### config.mk
export PLATFORM = sky130hd
export DESIGN_NAME = drive_guard
export DESIGN_NICKNAME = d
export VERILOG_FILES = /design/src/drive_guard_pkg.sv /design/src/loss_timer.sv /design/src/window_avg.sv /design/src/drive_guard.sv
export SDC_FILE = /design/constraint.sdc
export NUM_CORES = 1
export LEC_CHECK = 0
export BUFFER_PORTS_ARGS = -buffer_cell sky130_fd_sc_hd__buf_4
export CAP_MARGIN = 40
export CORE_MARGIN = 5
export CORE_UTILIZATION = 42
export CTS_BUF_LIST = sky130_fd_sc_hd__clkbuf_4
export CTS_CLUSTER_DIAMETER = 30
export DETAILED_ROUTE_END_ITERATION = 10
export GPL_ROUTABILITY_DRIVEN = 0
export HOLD_SLACK_MARGIN = 0.08
export PLACE_DENSITY_LB_ADDON = 0.25
export SYNTH_ARGS = -nofsm -noshare
export SYNTH_HDL_FRONTEND = slang
export SYNTH_SLANG_ARGS = --single-unit
### constraint.sdc
create_clock -name clk_sys -period 8.5 [get_ports clk_sys]
set_clock_uncertainty 0.1 [all_clocks]
set_input_delay 1.7 -clock clk_sys [delete_from_list [all_inputs] [get_ports clk_sys]]
set_output_delay 1.7 -clock clk_sys [all_outputs]
set_load 0.01 [all_outputs]
### src/drive_guard_pkg.sv
package drive_guard_pkg;
  localparam int CLK_PERIOD_NS = 100;
  localparam int TICK_NS = 1000000;
  localparam int TICK_CYCLES = TICK_NS / CLK_PERIOD_NS;
  localparam int BRAKE_MAX_S = 15;
  localparam int BRAKE_MAX_TICKS = BRAKE_MAX_S * (1000000000 / TICK_NS);
  localparam int AVG_WINDOW_S = 10;
  localparam int SAMPLE_TICKS = 100;
  localparam int AVG_SAMPLES = AVG_WINDOW_S * (1000000000 / TICK_NS) / SAMPLE_TICKS;
  localparam int DUTY_CYCLE_TICKS = 100;
  localparam int ADDR_W = 8;
  localparam int DATA_W = 16;
  localparam int AIN_W = 12;
  localparam int FREQ_W = 16;
  localparam int EV_W = 3;
  localparam logic [7:0] OFS_CTRL = 8'h00;
  localparam logic [7:0] OFS_LOSS_TIME = 8'h04;
  localparam logic [7:0] OFS_LOW_POINT = 8'h08;
  localparam logic [7:0] OFS_PRESET = 8'h0c;
  localparam logic [7:0] OFS_DUTY = 8'h10;
  localparam logic [7:0] OFS_STATUS = 8'h14;
  localparam logic [7:0] OFS_IRQ_STAT = 8'h18;
  localparam logic [7:0] OFS_IRQ_CLR = 8'h1c;
  localparam logic [7:0] OFS_IRQ_EN = 8'h20;
  localparam logic [7:0] OFS_FREQ = 8'h24;
  localparam int CTRL_MODE_LSB = 0;
  localparam int CTRL_SEL_BIT = 3;
  localparam int CTRL_LINK_BIT = 4;
  localparam int ST_LOSS_BIT = 0;
  localparam int ST_CUT_BIT = 1;
  localparam int ST_TRIP_BIT = 2;
  localparam int ST_BRAKE_BIT = 3;
  localparam logic [2:0] MODE_NONE = 3'h0;
  localparam logic [2:0] MODE_FREE_RUN = 3'h1;
  localparam logic [2:0] MODE_DEC = 3'h2;
  localparam logic [2:0] MODE_HOLD_IN = 3'h3;
  localparam logic [2:0] MODE_HOLD_OUT = 3'h4;
  localparam logic [2:0] MODE_PRESET = 3'h5;
  localparam logic [2:0] MODE_RST = 3'h0;
  localparam logic SEL_RST = 1'b0;
  localparam logic [15:0] LOSS_TIME_RST = 16'h03e8;
  localparam logic [AIN_W-1:0] LOW_POINT_RST = 12'h000;
  localparam logic [FREQ_W-1:0] PRESET_RST = 16'h0000;
  localparam logic [7:0] DUTY_RST = 8'h0a;
  localparam logic [7:0] DUTY_MAX = 8'h1e;
endpackage

### src/loss_timer.sv
module loss_timer #(
  parameter int CNT_W = 16
) (
  input wire logic clk_sys,
  input wire logic rst_b,
  input wire logic tick,
  input wire logic hold,
  input wire logic [CNT_W-1:0] limit,
  output logic expired_r
);
  logic [CNT_W-1:0] cnt_r;
  logic [CNT_W-1:0] cnt_nxt;
  logic expired_nxt;

  assign cnt_nxt = !hold ? '0 : ((tick && cnt_r < limit) ? cnt_r + 1'b1 : cnt_r);
  assign expired_nxt = hold && (cnt_nxt >= limit);

  always_ff @(posedge clk_sys or negedge rst_b) begin
    if (!rst_b) begin
      cnt_r <= '0;
      expired_r <= 1'b0;
    end else begin
      cnt_r <= cnt_nxt;
      expired_r <= expired_nxt;
    end
  end

  AST_TIMER_RESTART: assert property (@(posedge clk_sys) disable iff (!rst_b)
    !hold |=> (cnt_r == '0) && !expired_r) else $error("timer did not restart");
  AST_TIMER_FULL: assert property (@(posedge clk_sys) disable iff (!rst_b)
    $rose(expired_r) |-> $past(hold) && ($past(cnt_nxt) >= $past(limit)))
    else $error("loss declared before decision time");
endmodule // loss_timer

### src/window_avg.sv
module window_avg #(
  parameter int WIDTH = 16,
  parameter int SAMPLES = 100
) (
  input wire logic clk_sys,
  input wire logic rst_b,
  input wire logic sample,
  input wire logic [WIDTH-1:0] din,
  output logic [WIDTH-1:0] avg_r
);
  localparam int SUM_W = WIDTH + $clog2(SAMPLES + 1);
  localparam int CNT_W = $clog2(SAMPLES + 1);
  localparam logic [16:0] RECIP = 17'(65536 / SAMPLES);
  logic [SUM_W-1:0] sum_r;
  logic [CNT_W-1:0] cnt_r;
  logic [SUM_W+16:0] prod;
  logic last;

  // average of the last complete window, reciprocal multiply
  assign last = sample && (cnt_r == CNT_W'(SAMPLES - 1));
  assign prod = (SUM_W + 17)'(sum_r + SUM_W'(din)) * (SUM_W + 17)'(RECIP);

  always_ff @(posedge clk_sys or negedge rst_b) begin
    if (!rst_b) begin
      sum_r <= '0;
      cnt_r <= '0;
      avg_r <= '0;
    end else if (last) begin
      sum_r <= '0;
      cnt_r <= '0;
      avg_r <= prod[WIDTH+15:16];
    end else if (sample) begin
      sum_r <= sum_r + SUM_W'(din);
      cnt_r <= cnt_r + 1'b1;
    end
  end
endmodule // window_avg

### src/drive_guard.sv
// How it works
// - reaction code 5 runs at the preset fallback frequency after loss
// - threshold select 0: loss when input below half low point for decision time
// - threshold select 1: loss when input below low point for decision time
// - link source: loss only after commands absent for the decision time
// - brake duty ratio percent register, 0 to 30, default 10, gates brake
// - brake drive stops after 15 seconds of continuous braking
// - brake resistor heat sensor input raises an external trip
// - code 0 passes through, 1 blocks output, 2 decelerates by trip time
// - codes 3 and 4 use 10 second input or output average
//
// The address map and strobed register access are this design's own decisions.
module drive_guard #(
  parameter int TICK_CYCLES = drive_guard_pkg::TICK_CYCLES,
  parameter int BRAKE_MAX_TICKS = drive_guard_pkg::BRAKE_MAX_TICKS
) (
  input wire logic clk_sys,
  input wire logic rst_b,
  input wire logic [drive_guard_pkg::ADDR_W-1:0] reg_addr,
  input wire logic [drive_guard_pkg::DATA_W-1:0] reg_wdata,
  input wire logic reg_wr,
  input wire logic reg_rd,
  output logic [drive_guard_pkg::DATA_W-1:0] reg_rdata_r,
  input wire logic [drive_guard_pkg::AIN_W-1:0] ain,
  input wire logic link_cmd_valid,
  input wire logic [drive_guard_pkg::FREQ_W-1:0] link_cmd_freq,
  input wire logic [drive_guard_pkg::FREQ_W-1:0] out_freq,
  input wire logic brake_req,
  input wire logic heat_sensor,
  output logic [drive_guard_pkg::FREQ_W-1:0] freq_ref_r,
  output logic out_block_r,
  output logic decel_trip_r,
  output logic brake_drive_r,
  output logic ext_trip_r,
  output logic loss_warn_r,
  output logic brake_warn_r,
  output logic irq_r
);
  import drive_guard_pkg::*;

  localparam int TICK_W = $clog2(TICK_CYCLES + 1);
  localparam int BRK_W = $clog2(BRAKE_MAX_TICKS + 1);

  logic [2:0] mode_r;
  logic sel_r;
  logic link_src_r;
  logic [15:0] loss_time_r;
  logic [AIN_W-1:0] low_point_r;
  logic [FREQ_W-1:0] preset_r;
  logic [7:0] duty_r;
  logic [EV_W-1:0] irq_stat_r;
  logic [EV_W-1:0] irq_en_r;
  logic [TICK_W-1:0] tick_cnt_r;
  logic tick_r;
  logic [6:0] sample_cnt_r;
  logic sample_r;
  logic [6:0] phase_r;
  logic [BRK_W-1:0] brk_cnt_r;
  logic heat_s1_r;
  logic heat_s2_r;
  logic [FREQ_W-1:0] link_freq_r;
  logic [FREQ_W-1:0] hold_in_r;
  logic [FREQ_W-1:0] hold_out_r;
  logic loss_r;
  logic cut_r;

  logic wr_ctrl, wr_time, wr_low, wr_preset, wr_duty, wr_clr, wr_en;
  logic [AIN_W-1:0] threshold;
  logic an_below;
  logic loss_an;
  logic loss_link;
  logic loss_any;
  logic act;
  logic [FREQ_W-1:0] cmd_live;
  logic [FREQ_W-1:0] avg_in;
  logic [FREQ_W-1:0] avg_out;
  logic [FREQ_W-1:0] freq_ref_nxt;
  logic brk_cut;
  logic brake_nxt;
  logic [EV_W-1:0] events;
  logic [EV_W-1:0] irq_stat_nxt;
  logic [DATA_W-1:0] status;
  logic [DATA_W-1:0] rdata_nxt;
  logic [7:0] duty_wr;

  function automatic logic hit(input logic [ADDR_W-1:0] a, input logic [ADDR_W-1:0] ofs);
    hit = (a == ofs);
  endfunction

  assign wr_ctrl = reg_wr && hit(reg_addr, OFS_CTRL);
  assign wr_time = reg_wr && hit(reg_addr, OFS_LOSS_TIME);
  assign wr_low = reg_wr && hit(reg_addr, OFS_LOW_POINT);
  assign wr_preset = reg_wr && hit(reg_addr, OFS_PRESET);
  assign wr_duty = reg_wr && hit(reg_addr, OFS_DUTY);
  assign wr_clr = reg_wr && hit(reg_addr, OFS_IRQ_CLR);
  assign wr_en = reg_wr && hit(reg_addr, OFS_IRQ_EN);

  assign duty_wr = (reg_wdata[7:0] > DUTY_MAX) ? DUTY_MAX : reg_wdata[7:0];

  always_ff @(posedge clk_sys or negedge rst_b) begin
    if (!rst_b) begin
      mode_r <= MODE_RST;
      sel_r <= SEL_RST;
      link_src_r <= 1'b0;
      loss_time_r <= LOSS_TIME_RST;
      low_point_r <= LOW_POINT_RST;
      preset_r <= PRESET_RST;
      duty_r <= DUTY_RST;
      irq_en_r <= '0;
    end else begin
      if (wr_ctrl) begin
        mode_r <= reg_wdata[CTRL_MODE_LSB+:3];
        sel_r <= reg_wdata[CTRL_SEL_BIT];
        link_src_r <= reg_wdata[CTRL_LINK_BIT];
      end
      if (wr_time) loss_time_r <= reg_wdata;
      if (wr_low) low_point_r <= reg_wdata[AIN_W-1:0];
      if (wr_preset) preset_r <= reg_wdata;
      if (wr_duty) duty_r <= duty_wr;
      if (wr_en) irq_en_r <= reg_wdata[EV_W-1:0];
    end
  end

  // millisecond tick and 100 ms sample strobe
  always_ff @(posedge clk_sys or negedge rst_b) begin
    if (!rst_b) begin
      tick_cnt_r <= '0;
      tick_r <= 1'b0;
      sample_cnt_r <= '0;
      sample_r <= 1'b0;
      phase_r <= '0;
    end else begin
      tick_r <= (tick_cnt_r == TICK_W'(TICK_CYCLES - 1));
      tick_cnt_r <= (tick_cnt_r == TICK_W'(TICK_CYCLES - 1)) ? '0 : tick_cnt_r + 1'b1;
      sample_r <= tick_r && (sample_cnt_r == 7'(SAMPLE_TICKS - 1));
      if (tick_r) begin
        sample_cnt_r <= (sample_cnt_r == 7'(SAMPLE_TICKS - 1)) ? '0 : sample_cnt_r + 1'b1;
        phase_r <= (phase_r == 7'(DUTY_CYCLE_TICKS - 1)) ? '0 : phase_r + 1'b1;
      end
    end
  end

  assign threshold = sel_r ? low_point_r : (low_point_r >> 1);
  assign an_below = ain < threshold;

  loss_timer #(.CNT_W(16)) u_an_timer (
    .clk_sys(clk_sys),
    .rst_b(rst_b),
    .tick(tick_r),
    .hold(an_below && !link_src_r),
    .limit(loss_time_r),
    .expired_r(loss_an)
  );

  loss_timer #(.CNT_W(16)) u_link_timer (
    .clk_sys(clk_sys),
    .rst_b(rst_b),
    .tick(tick_r),
    .hold(!link_cmd_valid && link_src_r),
    .limit(loss_time_r),
    .expired_r(loss_link)
  );

  assign loss_any = link_src_r ? loss_link : loss_an;
  assign cmd_live = link_src_r ? link_freq_r : FREQ_W'(ain);

  window_avg #(.WIDTH(FREQ_W), .SAMPLES(AVG_SAMPLES)) u_avg_in (
    .clk_sys(clk_sys),
    .rst_b(rst_b),
    .sample(sample_r),
    .din(cmd_live),
    .avg_r(avg_in)
  );

  window_avg #(.WIDTH(FREQ_W), .SAMPLES(AVG_SAMPLES)) u_avg_out (
    .clk_sys(clk_sys),
    .rst_b(rst_b),
    .sample(sample_r),
    .din(out_freq),
    .avg_r(avg_out)
  );

  assign act = loss_r && (mode_r != MODE_NONE);

  always_comb begin
    freq_ref_nxt = cmd_live;
    if (act) begin
      case (mode_r)
        MODE_HOLD_IN: freq_ref_nxt = hold_in_r;
        MODE_HOLD_OUT: freq_ref_nxt = hold_out_r;
        MODE_PRESET: freq_ref_nxt = preset_r;
        default: freq_ref_nxt = cmd_live;
      endcase
    end
  end

  assign brk_cut = brk_cnt_r >= BRK_W'(BRAKE_MAX_TICKS);
  assign brake_nxt = brake_req && (phase_r < duty_r[6:0]) && !brk_cut;

  always_ff @(posedge clk_sys or negedge rst_b) begin
    if (!rst_b) begin
      heat_s1_r <= 1'b0;
      heat_s2_r <= 1'b0;
      link_freq_r <= '0;
      hold_in_r <= '0;
      hold_out_r <= '0;
      loss_r <= 1'b0;
      cut_r <= 1'b0;
      brk_cnt_r <= '0;
      freq_ref_r <= '0;
      out_block_r <= 1'b0;
      decel_trip_r <= 1'b0;
      brake_drive_r <= 1'b0;
      ext_trip_r <= 1'b0;
      loss_warn_r <= 1'b0;
      brake_warn_r <= 1'b0;
    end else begin
      heat_s1_r <= heat_sensor;
      heat_s2_r <= heat_s1_r;
      if (link_cmd_valid) link_freq_r <= link_cmd_freq;
      if (loss_any && !loss_r) begin
        hold_in_r <= avg_in;
        hold_out_r <= avg_out;
      end
      loss_r <= loss_any;
      cut_r <= brk_cut;
      if (!brake_req) brk_cnt_r <= '0;
      else if (tick_r && !brk_cut) brk_cnt_r <= brk_cnt_r + 1'b1;
      freq_ref_r <= freq_ref_nxt;
      out_block_r <= act && (mode_r == MODE_FREE_RUN);
      decel_trip_r <= act && (mode_r == MODE_DEC);
      brake_drive_r <= brake_nxt;
      ext_trip_r <= heat_s2_r;
      loss_warn_r <= loss_any;
      brake_warn_r <= brk_cut;
    end
  end

  assign events = {heat_s2_r && !ext_trip_r, brk_cut && !cut_r, loss_any && !loss_r};
  assign irq_stat_nxt = (irq_stat_r & ~(wr_clr ? reg_wdata[EV_W-1:0] : '0)) | events;
  assign status = DATA_W'({brake_drive_r, ext_trip_r, cut_r, loss_r});
  assign rdata_nxt = !reg_rd ? '0 :
                     hit(reg_addr, OFS_CTRL) ? DATA_W'({link_src_r, sel_r, mode_r}) :
                     hit(reg_addr, OFS_LOSS_TIME) ? loss_time_r :
                     hit(reg_addr, OFS_LOW_POINT) ? DATA_W'(low_point_r) :
                     hit(reg_addr, OFS_PRESET) ? preset_r :
                     hit(reg_addr, OFS_DUTY) ? DATA_W'(duty_r) :
                     hit(reg_addr, OFS_STATUS) ? status :
                     hit(reg_addr, OFS_IRQ_STAT) ? DATA_W'(irq_stat_r) :
                     hit(reg_addr, OFS_IRQ_EN) ? DATA_W'(irq_en_r) :
                     hit(reg_addr, OFS_FREQ) ? freq_ref_r : '0;

  always_ff @(posedge clk_sys or negedge rst_b) begin
    if (!rst_b) begin
      irq_stat_r <= '0;
      irq_r <= 1'b0;
      reg_rdata_r <= '0;
    end else begin
      irq_stat_r <= irq_stat_nxt;
      irq_r <= |(irq_stat_nxt & irq_en_r);
      reg_rdata_r <= rdata_nxt;
    end
  end

  AST_PRESET_RUN: assert property (@(posedge clk_sys) disable iff (!rst_b)
    loss_r && mode_r == MODE_PRESET |=> freq_ref_r == $past(preset_r))
    else $error("preset frequency not applied");
  AST_HALF_LEVEL: assert property (@(posedge clk_sys) disable iff (!rst_b)
    !link_src_r && !sel_r && ain >= (low_point_r >> 1) |=> !loss_an)
    else $error("loss with input above half low point");
  AST_LOW_LEVEL: assert property (@(posedge clk_sys) disable iff (!rst_b)
    !link_src_r && sel_r && ain >= low_point_r |=> !loss_an)
    else $error("loss with input above low point");
  AST_LINK_ALIVE: assert property (@(posedge clk_sys) disable iff (!rst_b)
    link_src_r && link_cmd_valid |=> !loss_link ##1 !loss_r)
    else $error("link loss despite valid command");
  AST_DUTY_GATE: assert property (@(posedge clk_sys) disable iff (!rst_b)
    brake_drive_r |-> $past(phase_r) < $past(duty_r[6:0]) && duty_r <= DUTY_MAX)
    else $error("brake outside duty window");
  AST_BRAKE_CAP: assert property (@(posedge clk_sys) disable iff (!rst_b)
    brake_drive_r |-> $past(brk_cnt_r) < BRK_W'(BRAKE_MAX_TICKS))
    else $error("brake past continuous limit");
  AST_HEAT_TRIP: assert property (@(posedge clk_sys) disable iff (!rst_b)
    heat_s2_r |=> ext_trip_r ##0 irq_stat_r[2] || $past(ext_trip_r))
    else $error("heat sensor trip missed");
  AST_FREE_RUN: assert property (@(posedge clk_sys) disable iff (!rst_b)
    loss_r && mode_r == MODE_FREE_RUN |=> out_block_r && !decel_trip_r)
    else $error("output not blocked");
  AST_NO_PROTECT: assert property (@(posedge clk_sys) disable iff (!rst_b)
    mode_r == MODE_NONE |=> !out_block_r && !decel_trip_r && freq_ref_r == $past(cmd_live))
    else $error("protection active in pass mode");
  AST_HOLD_IN: assert property (@(posedge clk_sys) disable iff (!rst_b)
    loss_any && !loss_r && mode_r == MODE_HOLD_IN ##1 mode_r == MODE_HOLD_IN && loss_r
    |=> freq_ref_r == $past(avg_in, 2))
    else $error("held input average not used");
endmodule // drive_guard

* Yosys cells after proc, flatten, opt, wreduce, memory -nomap -nowiden
Cells that the tools add are included.
Word-level totals: register bits after elaboration 322, output and inout bits 39
Cells by class: bitwise logic cells 4, $add $sub $neg 12, order comparisons 8, mux-type cells 34, eq/ne operators 20, reduce and logical (&&, ||, !) cells 36, multiply operators 2
Operators by type and width (number):
- $mux W16 | 16
- $mux W23 | 4
- $mul A40 B10 Y32 const B | 2
- $add A23 B16 Y24 | 2
- $pmux W16 S3 | 1
- $add A23 B16 Y23 | 2
- $mux W14 | 3
- $mux W7 | 6
- $add A16 B1 Y16 const B | 2
- $eq A8 B5 Y1 const B | 4
- $ge A16 B16 Y1 | 2
- $lt A16 B16 Y1 | 2
- $add A14 B1 Y14 const B | 2
- $add A7 B1 Y7 const B | 4
- $eq A7 B7 Y1 const B | 4
- $logic_and A1 B1 Y1 | 25
- $eq A8 B4 Y1 const B | 2
- $eq A8 B6 Y1 const B | 2
- $eq A14 B14 Y1 const B | 1
- $ge A14 B14 Y1 const B | 1
- $lt A12 B12 Y1 | 1
- $mux W12 | 1
- $eq A8 B3 Y1 const B | 1
- $gt A8 B5 Y1 const B | 1
- 16 further kinds | 25

* Longest topological paths before layout
depth in word-level cells 11, depth in mapped cells 34, gate-level depth less buffers 33

* Modules after synthesis
Synthesis repeated with hierarchy kept, for this count alone.
Second synthesis, totals: cells, all modules 2663, area, all modules 26840.7 um2
Modules (own cells, without submodules):
- drive_guard | times used 1, seq. area each 4914.7 um2, area each 9447.8 um2, cells an instance 806
- window_avg (u_avg_out) | times used 1, seq. area each 1151.1 um2, area each 7105.6 um2, cells an instance 755
- window_avg (u_avg_in) | times used 1, seq. area each 1151.1 um2, area each 7041.8 um2, cells an instance 724
- loss_timer | times used 2, seq. area each 425.4 um2, area each 1622.8 um2, cells an instance 189

* Worst setup path before layout
No wires, ideal clock.
path kind input -> register, start point in ain[8] (netlist bit), end point reg u_avg_in.avg_r[15], setup time 130 ps, path buffers 0, cell stages on the path 29, path slack -402 ps, arrival 8672 ps, required time 8270 ps, cell sequence mux2_2 > ha_1 > a21o_1 > a211o_1 > a2111o_1 > a31o_2 > a21oi_1 > nor2b_1 > nor2_1 > xor2_1 > inv_1 > fa_1 > ha_1 > fa_1 > fa_1 > inv_1 > fa_1 > inv_1 > ha_1 > and3_1 > a221o_1 > a21o_1 > a31oi_2 > o31ai_1 > a211o_1 > a21o_1 > a21oi_1 > xnor2_1 > o21ai_1
Between the ends: word-level cells in the longest chain between the ends 3
RTL lines:
- start: declaration | line drive_guard.sv:24 | input wire logic [drive_guard_pkg::AIN_W-1:0] ain,
- $mux W16 | line drive_guard.sv:165 | assign cmd_live = link_src_r ? link_freq_r : FREQ_W'(ain);
- $add A23 B16 Y24 | line window_avg.sv:21 | assign prod = (SUM_W + 17)'(sum_r + SUM_W'(din)) * (SUM_W + 17)'(RECIP);
- $mul A40 B10 Y32 | line window_avg.sv:21
- end signal: assignment | line window_avg.sv:31 | avg_r <= prod[WIDTH+15:16];
- end: declaration | line window_avg.sv:9 | output logic [WIDTH-1:0] avg_r
No other way between the ends. A chain may end at the register's enable or synchronous reset.

* Worst setup path in the final report
start point in ain[0] (netlist bit), end point reg u_avg_in.avg_r[15]
Same word-level chain as after synthesis.

==> results.md <==
Hold path:
- The worst min-delay path category is reg -> reg.
- The depth of the worst hold-timing path is 0.

Die:
- After floorplanning, the core was sized to cover between 60000 and 70000 um2.
- The number of placement rows is 91.
- The initial utilization of the core area, before any placement, comes to 42.22%.
- The number of I/O pins is 114.
- Measured along the x axis, the die boundary spans about 260 um.
- The floorplan step set the die height to approximately 260 um.
- The floorplan step defined a die boundary enclosing approximately 67000 um2.

Logic synthesis:
- In the synthesized netlist the async set-or-reset flop fraction comes to between 90% and 100%.
- The synthesized area per cell is 10.44 um2.
- The count of flip-flops with a built-in enable after synthesis is 0.
- The count of state elements after synthesis is approximately 320.
- The most used flip-flop cell after synthesis is sky130_fd_sc_hd__dfrtp_1.
- Synthesis instantiated 80 different standard cells from the library.
- Counting every net in the synthesized netlist gives 3078.
- After synthesis the cells add up to around 26000 um2.
- The Yosys step of the flow raised 0 warnings.
- In the post-synthesis netlist, the biggest area contributors are sky130_fd_sc_hd__dfrtp_1, sky130_fd_sc_hd__ha_1, sky130_fd_sc_hd__fa_1.
- The top cell type by area accounts for 30.32% of the synthesized area.
- sky130_fd_sc_hd__dfrtp_1 takes more of the synthesized area than any other cell.
- Among all cell types in the netlist, the one instantiated most often is sky130_fd_sc_hd__ha_1.
- Synthesis produced a netlist whose cell count is roughly 2500.
- The commonest cells after synthesis are sky130_fd_sc_hd__ha_1, sky130_fd_sc_hd__inv_1, sky130_fd_sc_hd__dfrtp_1.
- After synthesis, flip-flops and latches occupy between 30% and 40% of the total area.

Clock tree:
- For the worst-skew pair, the clock arrives at the later sink with an insertion delay of 780 ps.
- Buffers inserted during clock tree synthesis total 94.
- In this run, post-CTS hold repair placed 0 buffers.
- The master cell of the clock root buffer is sky130_fd_sc_hd__clkbuf_4.
- No sink is reached through more buffers than the 3 on the longest clock path.
- The number of H-tree branching levels is 3.
- The CTS tree is built.
- The tree built by TritonCTS fans out to between 300 and 400 sinks.
- The clock slew at the register clock pins of the worst setup and hold paths is 60 ps.

GRT:
- The first global-routing pass estimated between 100 and 150 mm of wire.
- The number of antenna violations at the first check in global routing is 2.
- Global routing used about a fifth of the available tracks.
- The residual overflow from global routing is 0.
- The number of global-route vias before repair is between 20000 and 25000.
- Entering global routing, the biggest net connects 150 pins.

Power:
- After layout, the design draws a total of approximately 0.0096 W.
- In this run the static leakage power is ~16 nW.
- IR analysis of the VDD net gives a maximum drop of around 0.49 mV.
- In this run the power density over the cells is around 310 nW/um2.

Layout:
- From synthesis to final layout, the design area changed by 18.66%.
- The layout has 5570 filler cells.
- The number of nets at the end of the flow is approximately 3500.
- Once layout is done, the placed cells without fillers occupy 30750 um2.
- In the final layout, the share of cells above drive strength 1 is about a quarter.
- The final cell utilization of the core is between 50% and 60%.

Worst setup path:
- STA puts the critical path data arrival time at ~8700 ps.
- The top fanout value on the critical path is 4.
- The worst register-to-register path has a depth of 28.
- The critical path capture point type is a flop.
- By instance count, the cell type seen most on the critical path is sky130_fd_sc_hd__fa_1.
- The worst setup path is launched from a primary input.
- The cell type of the slowest stage on the worst timing path is sky130_fd_sc_hd__fa_1.
- The type of the worst setup path is in -> reg.
- The highest cell delay on the worst timing path is approximately 500 ps.
- STA puts the critical path data required time at 9050 ps.

Run:
- The number of max-capacitance violations reported is 0.

Placed design:
- OpenSTA, run right after detailed placement, puts the worst setup slack at -487.6 ps.
- The number of port buffers is between 100 and 150.
- Once detailed placement completed, the half-perimeter wirelength came to 52.47 mm.
- In this run the cell area measured after placement is about 30000 um2.

Routing:
- The post-detailed-route count of antenna-violating nets is 0.
- The routed length per placed instance is about 18 um.
- For this block, the initial DRC count from the detailed router was 1003.
- The total wire length after detailed routing is roughly 66 mm.
- The DRC violation count after routing is 0.
- The first TritonRoute pass finished after 5 iterations.
- The detailed-route vias per instance is around 5.3.
- The routed layout has a little under 20000 vias.

STA:
- Setup slack on the critical path of the routed design comes to ~320 ps.
- Setup repair after global routing left no endpoint under its margin.
- Measured against its own limit, the worst slew margin works out to a little over a third.
- The ratio of final minimum period to clock period is between 90% and 100%.
- The final max-slew violation count is 0.
- The minimum hold slack is between 200 and 300 ps.
- The time the worst path needs with I/O delays and setup is approximately 8000 ps.
- Setup violations remaining at the end of the flow were counted as 0.
- The total count of hold-check failures in the final report is 0.
- At the pin with the least slew margin, the transition time is between 900 and 1000 ps.
- The maximum achievable frequency is around 120 MHz.

Outcome:
- The flow ran to the end, and the final reports show no timing, DRC or antenna violations.
power by group:
| part | internal (W) | total (W) | switching [W] |
|---|---|---|---|
| registers | 0.00157 | 0.00160 | 0.0000366 |
| clock network | 0.000906 | 0.00161 | 0.000705 |
| logic | 0.00312 | 0.00642 | 0.00330 |
| total | 0.00559 | 0.00964 | 0.00404 |
area by class of cell:
type                            count  area [um2]  share of cell area, %
Tap cell                          790       988.4                  3.215
Inverter                          326        1224                  3.980
Clock buffer                      125       938.4                  3.052
Clock inverter                     43       376.6                  1.225
Multi-Input combinational cell   1770       16530                  53.77
Timing Repair Buffer              343        2615                  8.505
Antenna cell                        1       2.502               0.008138
Sequential cell                   322        8069                  26.24
final timing paths:
kind | slack [ps] | start | to
max | 320 | ain[0] | u_avg_in.avg_r[15]$_DFFE_PN0P_
min | 250 | heat_s1_r$_DFF_PN0_ | heat_s2_r$_DFF_PN0_
max reg2reg | 590 | link_src_r$_DFFE_PN0P_ | u_avg_in.avg_r[15]$_DFFE_PN0P_
min reg2reg | 250 | heat_s1_r$_DFF_PN0_ | heat_s2_r$_DFF_PN0_
max in group asynchronous | 6040 | rst_b | tick_cnt_r[8]$_DFF_PN0_
min in group asynchronous | 810 | rst_b | link_freq_r[10]$_DFFE_PN0P_
critical path, delay by kind of cell:
family | cells | cell delay [ps]
simple gates | 1 | 180
buf+inv | 4 | 410
xor+xnor | 2 | 410
compound gates | 13 | 2560
mux | 1 | 290
fa+ha+maj | 8 | 3160
state kept, by name, indices dropped and copies added, names as in the netlist, 16 cells and up:
signal,count
u_an_timer.cnt_r,16
hold_in_r,16
preset_r,16
u_avg_out.avg_r,16
hold_out_r,16
u_avg_out.sum_r,23
freq_ref_r,16
u_avg_in.avg_r,16
u_link_timer.cnt_r,16
loss_time_r,16
u_avg_in.sum_r,23
link_freq_r,16
reg_rdata_r,16
kinds of logic (layout without fill, tap and decap cells):
| kind of cell | count (synthesis) | after routing | synth area share (%) |
|---|---|---|---|
| AO/OA/AOI/OAI | 447 | 447 | 12.04 |
| XOR/XNOR | 137 | 137 | 4.713 |
| adder cells (fa/ha/maj) | 521 | 521 | 29.59 |
| buffers and inverters | 390 | 837 | 5.664 |
| flip-flops | 322 | 322 | 31.13 |
| multiplexers | 166 | 166 | 7.122 |
| other | 0 | 1 | 0 |
| AND/OR/NAND/NOR | 499 | 499 | 9.739 |
what timing repair did:
| item | CTS | global route |
|---|---|---|
| setup endpoints to repair | 0 | 3 |
| buffers inserted | 0 | 2 |
| resized for setup | 0 | 2 |
metal layers:
layer | track usage (%) | vias to the layer above | part of all wire (%)
met5 | 0 | - | 0
met3 | 3.429 | 101 | 4.7
met4 | 5.474 | 0 | 2.2
met1 | 26.10 | 9663 | 45
li1 | - | 9463 | -
met2 | 33.86 | 443 | 49
through the flow:
step,TNS [ps],instances
detailed placement,-6972,3549
finish,0,3720
global placement,-3486,3545
global route,0,3720
CTS,0,3717
floorplan,0,2482
placed cells by master, fill, tap and decap left out, types with 35 or more instances in the layout:
| cell type | count |
|---|---|
| sky130_fd_sc_hd__ha_1 | 364 |
| sky130_fd_sc_hd__a21o_1 | 58 |
| sky130_fd_sc_hd__buf_4 | 340 |
| sky130_fd_sc_hd__dfrtp_1 | 313 |
| sky130_fd_sc_hd__o21ai_0 | 90 |
| sky130_fd_sc_hd__nand4_1 | 35 |
| sky130_fd_sc_hd__a21oi_1 | 79 |
| sky130_fd_sc_hd__nand2_1 | 119 |
| sky130_fd_sc_hd__inv_1 | 323 |
| sky130_fd_sc_hd__clkbuf_4 | 125 |
| sky130_fd_sc_hd__fa_1 | 153 |
| sky130_fd_sc_hd__xnor2_1 | 86 |
| sky130_fd_sc_hd__xor2_1 | 44 |
| sky130_fd_sc_hd__nand3_1 | 44 |
| sky130_fd_sc_hd__nor2_1 | 109 |
| sky130_fd_sc_hd__mux2_2 | 146 |
(Power assumes the default switching activity.)
